### config.mk
export PLATFORM = sky130hd
export DESIGN_NAME = lccr_config_regs
export DESIGN_NICKNAME = d
export VERILOG_FILES = /design/src/hw/lccr_adc_seq.v /design/src/hw/lccr_config_regs.v
export VERILOG_INCLUDE_DIRS = /design/src /design/src/hw
export SDC_FILE = /design/constraint.sdc
export NUM_CORES = 1
export LEC_CHECK = 0
export BUFFER_PORTS_ARGS = -buffer_cell sky130_fd_sc_hd__buf_2
export CAP_MARGIN = 10
export CORE_MARGIN = 3
export CORE_UTILIZATION = 53
export CTS_CLUSTER_DIAMETER = 100
export DETAILED_ROUTE_END_ITERATION = 10
export GPL_TIMING_DRIVEN = 0
export MAX_ROUTING_LAYER = met4
export PLACE_DENSITY_LB_ADDON = 0.25
export SYNTH_ARGS = -nofsm -noshare
export SYNTH_HDL_FRONTEND = slang
export SYNTH_SLANG_ARGS = --single-unit
export TNS_END_PERCENT = 50
### constraint.sdc
create_clock -name ref_clk -period 2.7 [get_ports ref_clk]
set_clock_uncertainty 0.05 [all_clocks]
set_input_delay 0.54 -clock ref_clk [delete_from_list [all_inputs] [get_ports ref_clk]]
set_output_delay 0.54 -clock ref_clk [all_outputs]
set_load 0.01 [all_outputs]
### src/hw/lccr_map.vh
`ifndef LCCR_MAP_VH
`define LCCR_MAP_VH
// register byte addresses in the configuration space
`define LCCR_ADDR_OUT_CFG 8'h00
`define LCCR_ADDR_BIAS_CFG 8'h01
// reset values
`define LCCR_OUT_CFG_RST 8'h00
`define LCCR_BIAS_CFG_RST 8'h02
// output_and_monitor_config fields
`define LCCR_B_SOFT_RST 7
`define LCCR_B_GPO_LVL 6
`define LCCR_B_DIODE_FLT 5
`define LCCR_B_OUT_EN 4
`define LCCR_B_MOD_REF 3
`define LCCR_F_AUX_HI 2
`define LCCR_F_AUX_LO 0
// bits of output_and_monitor_config kept in non-volatile storage
`define LCCR_OUT_CFG_NV_MASK 8'h5f
// bias_loop_config fields
`define LCCR_B_LOOP_INV 7
`define LCCR_B_GAIN 6
`define LCCR_B_BIAS_REF 5
`define LCCR_F_RFB_HI 4
`define LCCR_F_RFB_LO 2
`define LCCR_B_DRIVE_DIR 1
`define LCCR_B_SHUTDOWN_OUTPUT_POL 0
`define LCCR_BIAS_CFG_NV_MASK 8'hff
// timing
`define LCCR_CLK_PERIOD_NS 20
`define LCCR_SOFT_RST_NS 1000
`define LCCR_SOFT_RST_CYC ((`LCCR_SOFT_RST_NS + `LCCR_CLK_PERIOD_NS - 1) / `LCCR_CLK_PERIOD_NS)
// conversion slot whose result feeds the aux voltage result
`define LCCR_AUX_SLOT 3'h0
`define LCCR_ADC_SLOTS 7
`endif

### src/hw/lccr_adc_seq.v
`timescale 1ns/1ps
`include "lccr_map.vh"
module lccr_adc_seq #(
  parameter CH_W = 3,
  parameter NUM_CH = `LCCR_ADC_SLOTS,
  parameter DATA_W = 10
) (
  // clock and reset
  input wire ref_clk,
  input wire reset_n,
  // control from the register bank
  input wire seq_abort,
  input wire seq_restart,
  // converter handshake
  output reg adc_start,
  output reg adc_abort,
  output reg [CH_W-1:0] adc_ch,
  input wire adc_done,
  input wire [DATA_W-1:0] adc_data,
  // results
  output reg res_valid,
  output reg [CH_W-1:0] res_ch,
  output reg [DATA_W-1:0] res_data
);
  localparam S_IDLE = 2'd0;
  localparam S_START = 2'd1;
  localparam S_WAIT = 2'd2;
  localparam [CH_W-1:0] LAST_CH = NUM_CH - 1;

  reg [1:0] state_r;

  // sequencer; abort beats everything so a late done is dropped
  always @(posedge ref_clk or negedge reset_n) begin
    if (!reset_n) begin
      state_r <= S_START;
      adc_start <= 1'b0;
      adc_abort <= 1'b0;
      adc_ch <= {CH_W{1'b0}};
      res_valid <= 1'b0;
      res_ch <= {CH_W{1'b0}};
      res_data <= {DATA_W{1'b0}};
    end else begin
      adc_start <= 1'b0;
      adc_abort <= 1'b0;
      res_valid <= 1'b0;
      if (seq_abort) begin
        state_r <= S_IDLE;
        adc_abort <= 1'b1;
      end else if (seq_restart) begin
        state_r <= S_START;
        adc_ch <= {CH_W{1'b0}};
      end else begin
        case (state_r)
          S_IDLE: state_r <= S_IDLE;
          S_START: begin
            adc_start <= 1'b1;
            state_r <= S_WAIT;
          end
          S_WAIT: begin
            if (adc_done) begin
              res_valid <= 1'b1;
              res_ch <= adc_ch;
              res_data <= adc_data;
              adc_ch <= (adc_ch == LAST_CH) ? {CH_W{1'b0}} : adc_ch + 1'b1;
              state_r <= S_START;
            end
          end
          default: state_r <= S_IDLE;
        endcase
      end
    end
  end
endmodule

### src/hw/lccr_config_regs.v
// What this block does
// - writing soft reset one restarts whole device
// - level bit drives open-drain pin while general_output_mode_select is low, reset_mode_drive_low while it is high
// - diode fault flag reports detected fault
// - output enable drives or floats three outputs
// - modulation reference selects supply or ground
// - aux select picks reported monitor voltage
// - bias config write aborts running conversion
// - fresh conversion sequence after write completes
// - bias config kept in non-volatile storage
// - access needs valid maker password first
// - loop inversion selects inverted loop operation
// - gain bit selects quarter or full scale
// - bias reference selects supply or ground
// - feedback resistor field selects resistance
// - drive direction selects source or sink
// - shutdown polarity sets active level
// - first config non-volatile except soft reset and fault bits, writes restart conversions
`timescale 1ns/1ps
`include "lccr_map.vh"
module lccr_config_regs #(
  parameter DATA_W = 10,
  parameter CH_W = 3,
  parameter SOFT_RST_CYC = `LCCR_SOFT_RST_CYC
) (
  // clock and reset
  input wire ref_clk,
  input wire reset_n,
  // register access from the serial engine
  input wire [7:0] reg_addr,
  input wire [7:0] reg_wdata,
  input wire reg_wr,
  input wire reg_rd,
  input wire maker_pw_valid,
  output reg [7:0] reg_rdata,
  output reg reg_rd_valid,
  // non-volatile storage
  input wire nvm_ready,
  input wire [7:0] nvm_out_cfg,
  input wire [7:0] nvm_bias_cfg,
  output reg nvm_wr_req,
  output reg [7:0] nvm_wr_addr,
  output reg [7:0] nvm_wr_data,
  input wire nvm_wr_ack,
  // status and mode inputs
  input wire diode_fault_det,
  input wire general_output_mode_select,
  input wire reset_mode_drive_low,
  input wire shutdown_req,
  // general output pin, open drain
  output reg general_output_pin_out,
  output reg general_output_pin_oe,
  // analog steering
  output reg shutdown_output,
  output reg out_drive_en,
  output reg modulation_reference_select,
  output reg [2:0] aux_voltage_select,
  output reg loop_inversion,
  output reg gain_quarter,
  output reg bias_reference_select,
  output reg [2:0] feedback_resistor_select,
  output reg drive_direction,
  // whole-device reset request
  output reg soft_reset_out,
  // converter handshake
  output wire adc_start,
  output wire adc_abort,
  output wire [CH_W-1:0] adc_ch,
  input wire adc_done,
  input wire [DATA_W-1:0] adc_data,
  // aux voltage result
  output reg [DATA_W-1:0] aux_voltage_result,
  output reg aux_result_valid
);
  localparam ST_LOAD = 2'd0;
  localparam ST_RUN = 2'd1;
  localparam ST_SOFT = 2'd2;
  localparam [15:0] SOFT_LAST = SOFT_RST_CYC - 1;

  // keep only the bits that live in non-volatile storage
  function [7:0] nv_bits;
    input [7:0] addr;
    input [7:0] d;
    begin
      if (addr == `LCCR_ADDR_OUT_CFG)
        nv_bits = d & `LCCR_OUT_CFG_NV_MASK;
      else
        nv_bits = d & `LCCR_BIAS_CFG_NV_MASK;
    end
  endfunction

  reg [1:0] state_r;
  reg [15:0] soft_cnt_r;
  reg [7:0] out_cfg_r;
  reg [7:0] bias_cfg_r;
  reg soft_pend_r;
  reg diode_flag_r;
  reg seq_abort_r;
  reg seq_restart_r;
  wire res_valid;
  wire [CH_W-1:0] res_ch;
  wire [DATA_W-1:0] res_data;
  wire acc_ok;
  wire wr_out;
  wire wr_bias;
  wire wr_hit;
  wire soft_req;
  reg [7:0] rd_mux;

  // nothing is reachable before the password or while reloading
  assign acc_ok = maker_pw_valid && (state_r == ST_RUN);
  assign wr_out = reg_wr && acc_ok && (reg_addr == `LCCR_ADDR_OUT_CFG);
  assign wr_bias = reg_wr && acc_ok && (reg_addr == `LCCR_ADDR_BIAS_CFG);
  assign wr_hit = wr_out || wr_bias;
  assign soft_req = wr_out && reg_wdata[`LCCR_B_SOFT_RST];

  // main state: reload storage, run, or hold the device in reset
  always @(posedge ref_clk or negedge reset_n) begin
    if (!reset_n) begin
      state_r <= ST_LOAD;
      soft_cnt_r <= 16'h0000;
      soft_pend_r <= 1'b0;
      soft_reset_out <= 1'b0;
    end else begin
      case (state_r)
        ST_LOAD: begin
          // pending bit drops only once the reload is done
          if (nvm_ready && !nvm_wr_req) begin
            state_r <= ST_RUN;
            soft_pend_r <= 1'b0;
          end
        end
        ST_RUN: begin
          if (soft_req) begin
            state_r <= ST_SOFT;
            soft_pend_r <= 1'b1;
            soft_reset_out <= 1'b1;
            soft_cnt_r <= SOFT_LAST;
          end
        end
        ST_SOFT: begin
          if (soft_cnt_r == 16'h0000) begin
            state_r <= ST_LOAD;
            soft_reset_out <= 1'b0;
          end else begin
            soft_cnt_r <= soft_cnt_r - 16'h0001;
          end
        end
        default: state_r <= ST_LOAD;
      endcase
    end
  end

  // configuration storage; soft reset behaves like a power cycle
  always @(posedge ref_clk or negedge reset_n) begin
    if (!reset_n) begin
      out_cfg_r <= `LCCR_OUT_CFG_RST;
      bias_cfg_r <= `LCCR_BIAS_CFG_RST;
    end else if (state_r == ST_SOFT) begin
      out_cfg_r <= `LCCR_OUT_CFG_RST;
      bias_cfg_r <= `LCCR_BIAS_CFG_RST;
    end else if (state_r == ST_LOAD) begin
      if (nvm_ready && !nvm_wr_req) begin
        out_cfg_r <= nv_bits(`LCCR_ADDR_OUT_CFG, nvm_out_cfg);
        bias_cfg_r <= nv_bits(`LCCR_ADDR_BIAS_CFG, nvm_bias_cfg);
      end
    end else begin
      // a soft reset write discards its other bits
      if (wr_out && !soft_req)
        out_cfg_r <= nv_bits(`LCCR_ADDR_OUT_CFG, reg_wdata);
      if (wr_bias)
        bias_cfg_r <= reg_wdata;
    end
  end

  // write-back to storage; a new write wins over the ack
  always @(posedge ref_clk or negedge reset_n) begin
    if (!reset_n) begin
      nvm_wr_req <= 1'b0;
      nvm_wr_addr <= 8'h00;
      nvm_wr_data <= 8'h00;
    end else if ((wr_out && !soft_req) || wr_bias) begin
      nvm_wr_req <= 1'b1;
      nvm_wr_addr <= reg_addr;
      nvm_wr_data <= nv_bits(reg_addr, reg_wdata);
    end else if (nvm_wr_ack) begin
      nvm_wr_req <= 1'b0;
    end
  end

  // fault flag follows the detector and is never stored
  always @(posedge ref_clk or negedge reset_n) begin
    if (!reset_n)
      diode_flag_r <= 1'b0;
    else if (state_r == ST_SOFT)
      diode_flag_r <= 1'b0;
    else
      diode_flag_r <= diode_fault_det;
  end

  // read data; refused or unmapped reads answer zero
  always @* begin
    rd_mux = 8'h00;
    if (acc_ok) begin
      if (reg_addr == `LCCR_ADDR_OUT_CFG) begin
        rd_mux = out_cfg_r;
        rd_mux[`LCCR_B_SOFT_RST] = soft_pend_r;
        rd_mux[`LCCR_B_DIODE_FLT] = diode_flag_r;
      end else if (reg_addr == `LCCR_ADDR_BIAS_CFG) begin
        rd_mux = bias_cfg_r;
      end
    end
  end

  // one-cycle read answer
  always @(posedge ref_clk or negedge reset_n) begin
    if (!reset_n) begin
      reg_rdata <= 8'h00;
      reg_rd_valid <= 1'b0;
    end else begin
      reg_rd_valid <= reg_rd;
      if (reg_rd)
        reg_rdata <= rd_mux;
    end
  end

  // abort on the write cycle, restart once it has completed
  always @(posedge ref_clk or negedge reset_n) begin
    if (!reset_n) begin
      seq_abort_r <= 1'b0;
      seq_restart_r <= 1'b0;
    end else begin
      seq_abort_r <= wr_hit || (state_r == ST_SOFT);
      // also restart after a soft reset, once the device has left the reset hold
      seq_restart_r <= seq_abort_r && !wr_hit && (state_r != ST_SOFT);
    end
  end

  // pin and analog steering, all registered
  always @(posedge ref_clk or negedge reset_n) begin
    if (!reset_n) begin
      general_output_pin_out <= 1'b0;
      general_output_pin_oe <= 1'b0;
      shutdown_output <= 1'b0;
      out_drive_en <= 1'b0;
      modulation_reference_select <= 1'b0;
      aux_voltage_select <= 3'h0;
      loop_inversion <= 1'b0;
      gain_quarter <= 1'b0;
      bias_reference_select <= 1'b0;
      feedback_resistor_select <= 3'h0;
      drive_direction <= 1'b1;
    end else begin
      // open drain: the pin is only ever pulled low
      general_output_pin_out <= 1'b0;
      if (general_output_mode_select)
        general_output_pin_oe <= reset_mode_drive_low;
      else
        general_output_pin_oe <= ~out_cfg_r[`LCCR_B_GPO_LVL];
      // polarity: asserted level is high only when the bit is one
      shutdown_output <= shutdown_req ~^ bias_cfg_r[`LCCR_B_SHUTDOWN_OUTPUT_POL];
      out_drive_en <= out_cfg_r[`LCCR_B_OUT_EN];
      modulation_reference_select <= out_cfg_r[`LCCR_B_MOD_REF];
      aux_voltage_select <= out_cfg_r[`LCCR_F_AUX_HI:`LCCR_F_AUX_LO];
      loop_inversion <= bias_cfg_r[`LCCR_B_LOOP_INV];
      gain_quarter <= bias_cfg_r[`LCCR_B_GAIN];
      // the block does not police the host keeps these opposite
      bias_reference_select <= bias_cfg_r[`LCCR_B_BIAS_REF];
      feedback_resistor_select <= bias_cfg_r[`LCCR_F_RFB_HI:`LCCR_F_RFB_LO];
      drive_direction <= bias_cfg_r[`LCCR_B_DRIVE_DIR];
    end
  end

  // conversion sequencer
  lccr_adc_seq #(
    .CH_W(CH_W),
    .NUM_CH(`LCCR_ADC_SLOTS),
    .DATA_W(DATA_W)
  ) u_seq (
    .ref_clk(ref_clk),
    .reset_n(reset_n),
    .seq_abort(seq_abort_r),
    .seq_restart(seq_restart_r),
    .adc_start(adc_start),
    .adc_abort(adc_abort),
    .adc_ch(adc_ch),
    .adc_done(adc_done),
    .adc_data(adc_data),
    .res_valid(res_valid),
    .res_ch(res_ch),
    .res_data(res_data)
  );

  // aux slot result lands in the aux voltage result
  always @(posedge ref_clk or negedge reset_n) begin
    if (!reset_n) begin
      aux_voltage_result <= {DATA_W{1'b0}};
      aux_result_valid <= 1'b0;
    end else begin
      aux_result_valid <= 1'b0;
      if (res_valid && (res_ch == `LCCR_AUX_SLOT)) begin
        aux_voltage_result <= res_data;
        aux_result_valid <= 1'b1;
      end
    end
  end
endmodule

==> results of run 1 <==
final cells by class:
type | count | share of cell area (%)
Clock buffer | 11 | 2.576
Sequential cell | 109 | 49.76
Timing Repair Buffer | 109 | 10.39
Tap cell | 105 | 2.393
Inverter | 19 | 1.299
Multi-Input combinational cell | 217 | 31.39
Clock inverter | 5 | 0.7978
Buffer | 14 | 1.390
cell families (layout without fill, tap and decap cells):
logic type	after synthesis	count (layout)	synth area share, %
flip-flops	109	109	59.35
other	1	1	0.08149
XOR/XNOR	1	1	0.1904
buffers and inverters	33	158	3.208
AO/OA/AOI/OAI	58	58	9.380
multiplexers	60	60	14.27
adder cells (fa/ha/maj)	1	1	0.2718
AND/OR/NAND/NOR	96	96	13.24
how the worst max path moves through the flow:
stage	start	to	slack (ns)	depth (start not counted)
finish	soft_cnt_r[1]	soft_cnt_r[0]	0.43	6
detailed placement	reg_addr[5]	nvm_wr_data[6]	0.12	6
CTS	soft_cnt_r[1]	soft_cnt_r[1]	0.45	6
global route	soft_cnt_r[1]	soft_cnt_r[0]	0.11	6
global placement	reset_n	nvm_wr_addr[1]	-0.12	1
floorplan	reg_addr[5]	nvm_wr_data[6]	0.60	5
metal layers:
metal  part of all wire (%)  wire length (µm)  track usage, %
met2                     51              5014           34.76
met1                     43              4278           26.34
met3                    4.3               423           3.717
met5                      0                 0               -
met4                    1.3               124           6.933
where the power goes:
part	switching (mW)	internal, mW
registers	0.209	2.00
logic	0.383	0.447
clock network	0.552	0.371
registers in the layout, indices dropped and copies added, names as in the netlist, 3 cells and up:
| register | flops |
|---|---|
| u_seq.res_data | 10 |
| reg_rdata | 8 |
| aux_voltage_result | 10 |
| feedback_resistor_select | 3 |
| u_seq.adc_ch | 3 |
| nvm_wr_data | 8 |
| nvm_wr_addr | 8 |
| u_seq.res_ch | 3 |
| out_cfg_r | 6 |
| aux_voltage_select | 3 |
| bias_cfg_r | 8 |
| soft_cnt_r | 16 |
per-stage QoR:
step | instance area, µm² | hold slack [ns] | instances | setup WS [ns]
finish | 5489 | 0.06485 | 589 | 0.4334
global route | 5489 | 0.07206 | 589 | 0.1054
CTS | 5489 | 0.06300 | 589 | 0.4539
floorplan | 4602 | 0.1944 | 359 | 0.5989
global placement | 5274 | 0.3172 | 572 | -0.1186
detailed placement | 5304 | 0.3190 | 573 | 0.1152
placed cells by master (no fill, tap or decap), types with 10 or more instances in the layout:
| master | count |
|---|---|
| clkbuf_8 | 10 |
| mux2i_1 | 15 |
| buf_2 | 108 |
| dfrtp_1 | 106 |
| nand2_1 | 19 |
| a22o_1 | 14 |
| mux2_2 | 45 |
| inv_1 | 19 |
==> impl_results.md, run 1 <==
* Post-synth top area cell: dfrtp_1
* Yosys cell types at 54
* Placer Congestion at 0.8442
* Average cell area after synthesis at 12.82 µm²
* Clk buf depth at 2
* CTS tree: done
* Crit. End Element: flop
* DP HPWL at 7274 µm
* Area added between synthesis and finish at 19.28%
* Layout Utilization at 65.81%
* Fin. Hold Viols at 0
* Crit path kind: reg2reg
* Vias per cell at 5.469
* Worst-Margin Slew at 0.8142 ns
* Final min period at 2.267 ns
* Antenna violations before repair at 0
* FFs w/ async S/R, synth at 100.0%
* Max VDD drop at 0.0002658 V
* Via count at 3221
* Cell family with most CP delay: simple AND/OR/NAND/NOR gates
* Max Cap Viol at 0
* CP max stage delay at 0.46 ns
* Area of the die at 9837 µm²
* Share of cells above drive strength 1 at 39.26%
* Worst hold path class: in2async
* Starting DRT DRC Count at 109
* Die Height at 99.18 µm
* Crit path max-delay cell type: nand4_1
* P_leak at 2.679 nW
* Pin count of the biggest net entering global routing at 77
* CTS clk-pin slew, worst paths at 0.10 ns
* Most used cell, CP: a21oi_1
* Total chip power at 3.963 mW
* Std cell rows at 33
* CTS Hold Bufs at 0
* Yosys reg bits at 109
* Pre-antenna DRT Iters at 4
* Finish-stage setup viols at 0
* Cell Pwr Density at 722.0 nW/µm²
* FMAX at 0.4412 GHz
* Vias in the first global route at 3276
* Post-synth top flop: dfrtp_1
* Final setup TNS at 0 ns
* Critical Path Source Type: flop
* Total Routing Usage GR at 20.99%
* Post-synth top cells: 106 x dfrtp_1, 45 x mux2_2, 19 x inv_1, 19 x nand2_1, 15 x mux2i_1
* Synth area leaders: dfrtp_1 58%, mux2_2 11%, mux2i_1 3.3%
* Gate Count Post-Synth at 359
* Top Ports at 112
* DRC Markers at 0
* Share of the synthesized area in the top cell type at 57.64%
* Core area at 8341 µm²
* CP required at 2.91 ns
* Worst skew pair latency at 0.37 ns
* Starting Density at 55.18%
* RR Endpoint: soft_cnt_r[0]
* RSZ-0062 raised after global routing: no
* CP cell instances: inv_1 > ha_1 > nor3b_1 > nand4_1 > a21oi_1 > a21oi_1
* Clock sink total at 109
* Ys Warns at 0
* Number of buffers added on ports at 108
* Syn_nets at 414
* Max_slew headroom at 45.72%
* Post-CTS Setup Bufs at 0
* Die X at 99.18 µm
* Antenna cell count at 0
* Post-synth EDFFs at 0
* FF-to-FF Start: soft_cnt_r[1]
* Wire length per cell at 16.70 µm
* Most common cell in the netlist: dfrtp_1
* Num CTS Buffers at 9
* Reg area at 2731 µm²
* Crit path buffers/inverters at 1
* Critical path arrival at 2.47 ns
* Max-slew violation count at 0
* Total Wirelength at 9839 µm
* Fill cells at 658
* Nets@finish at 534
* Multi-input logic area at 1723 µm²
* Final worst path period share at 83.95%
* Synth Cell Area at 4602 µm²
* GRT overflow at 0
* First-pass GRT wire length at 15850 µm
* Crit-path max FO at 10
* R2R Setup Slk at 0.43 ns
* Root Buffer: clkbuf_8
* CTS resizes at 0
* Outcome: completed
* Routed Antenna Nets at 0
* Reg2reg path depth at 6
* Sequential area share after synthesis at 59.35%
* Htree depth at 3
No activity file was read; power rests on OpenSTA's default activity.
==> run 2: changes to the inputs <==
--- a/config.mk
+++ b/config.mk
@@ -6,10 +6,11 @@
 export SDC_FILE = /design/constraint.sdc
 export NUM_CORES = 1
 export LEC_CHECK = 0
+export ABC_AREA = 1
 export BUFFER_PORTS_ARGS = -buffer_cell sky130_fd_sc_hd__buf_2
 export CAP_MARGIN = 10
 export CORE_MARGIN = 3
-export CORE_UTILIZATION = 53
+export CORE_UTILIZATION = 49
 export CTS_CLUSTER_DIAMETER = 100
 export DETAILED_ROUTE_END_ITERATION = 10
 export GPL_TIMING_DRIVEN = 0
==> constraint.sdc (replaced) <==
create_clock -name ref_clk -period 2 [get_ports ref_clk]
set_clock_uncertainty 0.05 [all_clocks]
set_input_delay 0.4 -clock ref_clk [delete_from_list [all_inputs] [get_ports ref_clk]]
set_output_delay 0.4 -clock ref_clk [all_outputs]
set_load 0.01 [all_outputs]
==> impl_results.md, run 2 <==
* Synth Cell Area at 4846 µm²
* Post-synth top area cell: dfrtp_1
* CTS resizes at 0
* Worst-case setup margin in the final layout at 0.1325 ns
* Total Wirelength at 10660 µm
* RSZ-0062 raised after global routing: no
* Num CTS Buffers at 9
* Post-synth top cells: 172 x nand2_1, 106 x dfrtp_1, 58 x inv_1
* Biggest registers after layout: soft_cnt_r: 16 flops, aux_voltage_result: 10 flops, u_seq.res_data: 10 flops
* FF-to-FF Start: soft_cnt_r[0]
* Post-route cell area at 5754 µm²
* Routed Antenna Nets at 0
* Root Buffer: clkbuf_8
* Antenna cell count at 0
* Clk buf depth at 2
* Most frequent cells in the layout: 172 x nand2_1, 109 x buf_2, 106 x dfrtp_1
* Pre-antenna DRT Iters at 5
* P_leak at 3.194 nW
* GRT overflow at 0
* Die Height at 105.4 µm
* FMAX at 0.5355 GHz
* Max_slew headroom at 52.39%
* Area added between synthesis and finish at 18.75%
* Max-slew violation count at 0
* Pre-CTS WS at 0.1473 ns
* CTS clk-pin slew, worst paths at 0.11 ns
* Area of the die at 11120 µm²
* Nets@finish at 724
* Die X at 105.4 µm
* Critical path arrival at 2.08 ns
* Starting DRT DRC Count at 257
* Share of the synthesized area in the top cell type at 54.74%
* Global Route met1 Usage at 27.89%
* Pin count of the biggest net entering global routing at 59
* Antenna violations before repair at 0
* Total chip power at 5.282 mW
* Fin. Hold Viols at 0
* Worst-Margin Slew at 0.7142 ns
* Max VDD drop at 0.0003837 V
* CTS tree: done
* RR Endpoint: soft_cnt_r[7]
* Post-synth EDFFs at 0
* Ys Warns at 0
* Met3 Resource Use GR at 4.164%
* Commonest non-fill, non-tap cell in the layout: nand2_1
* Critical Path Source Type: flop
* Via count at 3864
* Crit path kind: reg2reg
* Worst hold path class: in2async
* Syn_nets at 604
* Vias in the first global route at 3812
* Wire length per cell at 13.27 µm
* Average cell area after synthesis at 8.827 µm²
* Hold WS at 0.01973 ns
* Starting Density at 51.47%
* Gate Count Post-Synth at 549
* Final worst path period share at 93.37%
* Core area at 9415 µm²
* Largest Register: soft_cnt_r
* First-pass GRT wire length at 17950 µm
* Placer Congestion at 0.8229
* DP HPWL at 8066 µm
* Reg2reg path depth at 10
* Post-synth top flop: dfrtp_1
* Placed instance count at 787
* Crit. End Element: flop
* Yosys reg bits at 109
* Final min period at 1.867 ns
* Finished Layout Cells at 803
* Layout Utilization at 61.12%
* Most common cell in the netlist: nand2_1
* Top Usage Layer GRT: met2
* FFs w/ async S/R, synth at 100.0%
* Cell Pwr Density at 917.8 nW/µm²
* Synth area leaders: dfrtp_1 55%, nand2_1 13%, inv_1 4.5%
* Worst skew pair latency at 0.36 ns
* Vias per cell at 4.812
* Area after DPL at 5578 µm²
* Finish-stage setup viols at 0
* Clock sink total at 109
* CP required at 2.21 ns
* Met2 Usage GRT at 31.56%
* Largest register FFs at 16
* Max Cap Viol at 0
* R2R Setup Slk at 0.13 ns
* Share of cells above drive strength 1 at 27.15%
* Outcome: completed
* Number of buffers added on ports at 108
* Yosys cell types at 36
* DRC Markers at 0
* CTS Hold Bufs at 0
* Final setup TNS at 0 ns
* Top Ports at 112
* Std cell rows at 35
* Crit-path max FO at 10
* Total Routing Usage GR at 20.50%
* Sequential area share after synthesis at 56.36%
* Htree depth at 3
* Post-CTS Setup Bufs at 0
-- run 2: cell count changes after synthesis, moves of 9 or more --
| cell | previous run | this run |
|---|---|---|
| nand2_1 | 19 | 172 |
| mux2_2 | 45 | 0 |
| nor2_1 | 9 | 52 |
| inv_1 | 19 | 58 |
| o21ai_0 | 7 | 36 |
| mux2i_1 | 15 | 0 |
| nand3_1 | 6 | 21 |
| a22o_1 | 14 | 0 |
| nand2_2 | 0 | 13 |
| nor2b_1 | 9 | 0 |
| o22ai_1 | 9 | 0 |
-- run 2: how the worst max path moves through the flow --
stage             startpoint        endpoint  slack, ns
6_report       soft_cnt_r[0]   soft_cnt_r[7]       0.13
5_1_grt        soft_cnt_r[0]   soft_cnt_r[7]      0.001
4_1_cts        soft_cnt_r[0]   soft_cnt_r[7]       0.14
3_5_place_dp     reg_addr[7]  nvm_wr_data[7]       0.15
3_3_place_gp         reset_n   soft_cnt_r[2]      -0.71
2_1_floorplan  soft_cnt_r[0]   soft_cnt_r[0]       0.36
-- run 2: where the power goes --
part	leakage (nW)	switching, mW	total, mW	internal (mW)
registers	1.36	0.265	2.97	2.71
logic	1.74	0.639	1.07	0.433
clock network	0.0860	0.762	1.24	0.473
total	3.19	1.67	5.28	3.62
-- run 2: critical path: stages, from the launching register on --
cell and delay (ns):
dfrtp_1 0.39, inv_1 0.16, ha_1 0.26, nand2_1 0.15
nor2_4 0.19, nand2_4 0.10, nand2_4 0.09, nand2_4 0.08
buf_6 0.16, nand3_1 0.09, nand2_1 0.06
-- run 2: cell type report --
class	instances	area, µm²
Fill cell	839	3661
Sequential cell	109	2731
Multi-Input combinational cell	363	1763
Timing Repair Buffer	109	570.5
Inverter	64	242.7
Tap cell	129	161.4
Clock buffer	11	131.4
Buffer	13	108.9
Clock inverter	5	45.04
-- run 2: kinds of logic (layout without fill, tap and decap cells) --
kind of cell / Yosys count / count (layout) / share of synthesized area [%]
and+or+nand+nor: 286 / 286 / 26.72
AOI/OAI and AO/OA: 69 / 69 / 8.236
DFF: 109 / 109 / 56.36
other: 1 / 1 / 0.07739
xor gates and xnor gates: 6 / 6 / 1.084
buffers and inverters: 77 / 202 / 7.255
adders and majority gates: 1 / 1 / 0.2582
-- run 2: layer usage --
| layer | share of wire (%) | up-vias |
|---|---|---|
| met5 | 0 | - |
| met4 | 1.2 | 0 |
| met3 | 6.7 | 12 |
| met2 | 46 | 119 |
| met1 | 46 | 1795 |
| li1 | - | 1938 |
==> run 3: changes to the inputs <==
--- a/config.mk
+++ b/config.mk
@@ -10,7 +10,7 @@
 export BUFFER_PORTS_ARGS = -buffer_cell sky130_fd_sc_hd__buf_2
 export CAP_MARGIN = 10
 export CORE_MARGIN = 3
-export CORE_UTILIZATION = 49
+export CORE_UTILIZATION = 55
 export CTS_CLUSTER_DIAMETER = 100
 export DETAILED_ROUTE_END_ITERATION = 10
 export GPL_TIMING_DRIVEN = 0
==> constraint.sdc (replaced) <==
create_clock -name ref_clk -period 2.3 [get_ports ref_clk]
set_clock_uncertainty 0.05 [all_clocks]
set_input_delay 0.46 -clock ref_clk [delete_from_list [all_inputs] [get_ports ref_clk]]
set_output_delay 0.46 -clock ref_clk [all_outputs]
set_load 0.01 [all_outputs]
==> impl_results.md, run 3 (synthesized netlist as in run 2, its figures left out) <==
* Outcome: completed
* Die X at 99.87 µm
* CTS tree: done
* CTS Hold Bufs at 0
* P_leak at 3.197 nW
* Htree depth at 3
* Final worst path period share at 81.94%
* Area after DPL at 5540 µm²
* CP cell instances: inv_1 > ha_1 > nand2_1 > nor2_4 > nand2_4 > nand2_4 > nand2_4 > buf_6 > nand3_1 > nand2_1
* Std cell rows at 33
* Finished Layout Cells at 779
* Critical path arrival at 2.10 ns
* Placed instance count at 763
* Largest register FFs at 16
* Biggest registers after layout: soft_cnt_r: 16 flops, aux_voltage_result: 10 flops, u_seq.res_data: 10 flops
* Cell family with most CP delay: simple AND/OR/NAND/NOR gates
* P_sw at 1.417 mW
* Via count at 3861
* Most frequent cells in the layout: 172 x nand2_1, 109 x buf_2, 106 x dfrtp_1
* Commonest non-fill, non-tap cell in the layout: nand2_1
* Total Routing Usage GR at 21.82%
* Post-route cell area at 5733 µm²
* Clk buf depth at 2
* Placer Congestion at 0.8430
* Reg2reg path depth at 10
* Total chip power at 4.612 mW
* Vias per cell at 4.956
* R2R Setup Slk at 0.42 ns
* RR Endpoint: soft_cnt_r[8]
* Final setup TNS at 0 ns
* Most used cell, CP: nand2_4
* Nets@finish at 724
* Worst-Margin Slew at 0.8305 ns
* Starting DRT DRC Count at 177
* Vias in the first global route at 3547
* Crit-path max FO at 10
* Num CTS Buffers at 9
* Pre-antenna DRT Iters at 4
* Area added between synthesis and finish at 18.31%
* Max_slew headroom at 44.63%
* Largest Register: soft_cnt_r
* GRT overflow at 0
* Cell Pwr Density at 804.4 nW/µm²
* Final min period at 1.885 ns
* DRC Markers at 0
* Crit path buffers/inverters at 2
* FF-to-FF Start: soft_cnt_r[0]
* Critical Path Source Type: flop
* Pin count of the biggest net entering global routing at 67
* Clock sink total at 109
* Total Wirelength at 10210 µm
* Worst skew pair latency at 0.36 ns
* Die Height at 99.87 µm
* Post-CTS Setup Bufs at 0
* Crit. End Element: flop
* Pre-CTS WS at 0.4241 ns
* Fin. Hold Viols at 0
* Antenna violations before repair at 0
* Number of buffers added on ports at 108
* CP max stage delay at 0.41 ns
* FMAX at 0.5306 GHz
* Max VDD drop at 0.0003427 V
* Area of the die at 9973 µm²
* Flop pwr share at 56.1%
* Combinational share of power at 19.9%
* Routed Antenna Nets at 0
* Max Cap Viol at 0
* Share of cells above drive strength 1 at 27.45%
* Crit path kind: reg2reg
* DP HPWL at 7612 µm
* Max-slew violation count at 0
* Crit path max-delay cell type: dfrtp_1
* Worst hold path class: in2async
* CTS resizes at 0
* First-pass GRT wire length at 17040 µm
* RSZ-0062 raised after global routing: no
* Pint at 3.194 mW
* Top Ports at 112
* Starting Density at 57.81%
* Finish-stage setup viols at 0
* Worst-case setup margin in the final layout at 0.4155 ns
* CTS clk-pin slew, worst paths at 0.10 ns
* CP required at 2.51 ns
* Root Buffer: clkbuf_8
* Antenna cell count at 0
* Core area at 8382 µm²
* Wire length per cell at 13.11 µm
* Clk pwr share at 24.1%
* Fraction of power spent switching nets at 30.73%
==> run 3: cell count changes in the layout (fill, tap and decap cells not counted), sizes merged <==
cell,previous run,this run
clkinvlp,1,2
clkinv,3,2
==> run 3: how the worst max path moves through the flow <==
stage	slack (ns)	cells after the start	to	startpoint
2_1_floorplan	0.66	10	soft_cnt_r[0]	soft_cnt_r[0]
3_3_place_gp	-0.44	1	soft_cnt_r[9]	reset_n
3_5_place_dp	0.42	10	nvm_wr_data[7]	reg_addr[3]
4_1_cts	0.41	10	soft_cnt_r[8]	soft_cnt_r[0]
5_1_grt	0.29	10	soft_cnt_r[8]	soft_cnt_r[0]
6_report	0.42	10	soft_cnt_r[8]	soft_cnt_r[0]
==> run 3: routing by layer <==
metal  GRT usage [%]  vias to the layer above  part of all wire [%]
met5               -                        -                     0
met3           3.197                       11                   6.8
met4           5.672                        0                  0.95
met2           32.58                      117                    46
met1           31.65                     1787                    46
li1                -                     1946                     -
==> run 3: worst register-to-register path, cell delays in order (launching register included) <==
cell	delay [ns]
dfrtp_1	0.41
inv_1	0.18
ha_1	0.25
nand2_1	0.14
nor2_4	0.19
nand2_4	0.09
nand2_4	0.09
nand2_4	0.09
buf_6	0.16
nand3_1	0.08
nand2_1	0.06
==> run 3: layout make-up <==
class                           count  area, µm²
Tap cell                          105      131.4
Clock buffer                       11      151.4
Timing Repair Buffer              109      563.0
Buffer                             13      108.9
Fill cell                         687       2649
Multi-Input combinational cell    363       1763
Sequential cell                   109       2731
Inverter                           64      242.7
Clock inverter                      5      41.29
==> run 3: per-stage QoR <==
stage | hold WS, ns | utilization (%)
after floorplan | 0.1144 | -
after global placement | 0.3066 | 65.83
after detailed placement | 0.3101 | 66.10
after CTS | 0.1633 | 68.40
after global routing | 0.1470 | 68.40
final | 0.1284 | 68.40
==> run 3: power by group through the flow <==
stage	logic, mW	registers, mW	clock network [mW]
after floorplan	0.404	2.69	0
after global placement	0.899	2.60	0
after detailed placement	0.927	2.63	0
after CTS	0.933	2.59	1.13
after global routing	1.05	2.63	1.22
final	0.916	2.59	1.11
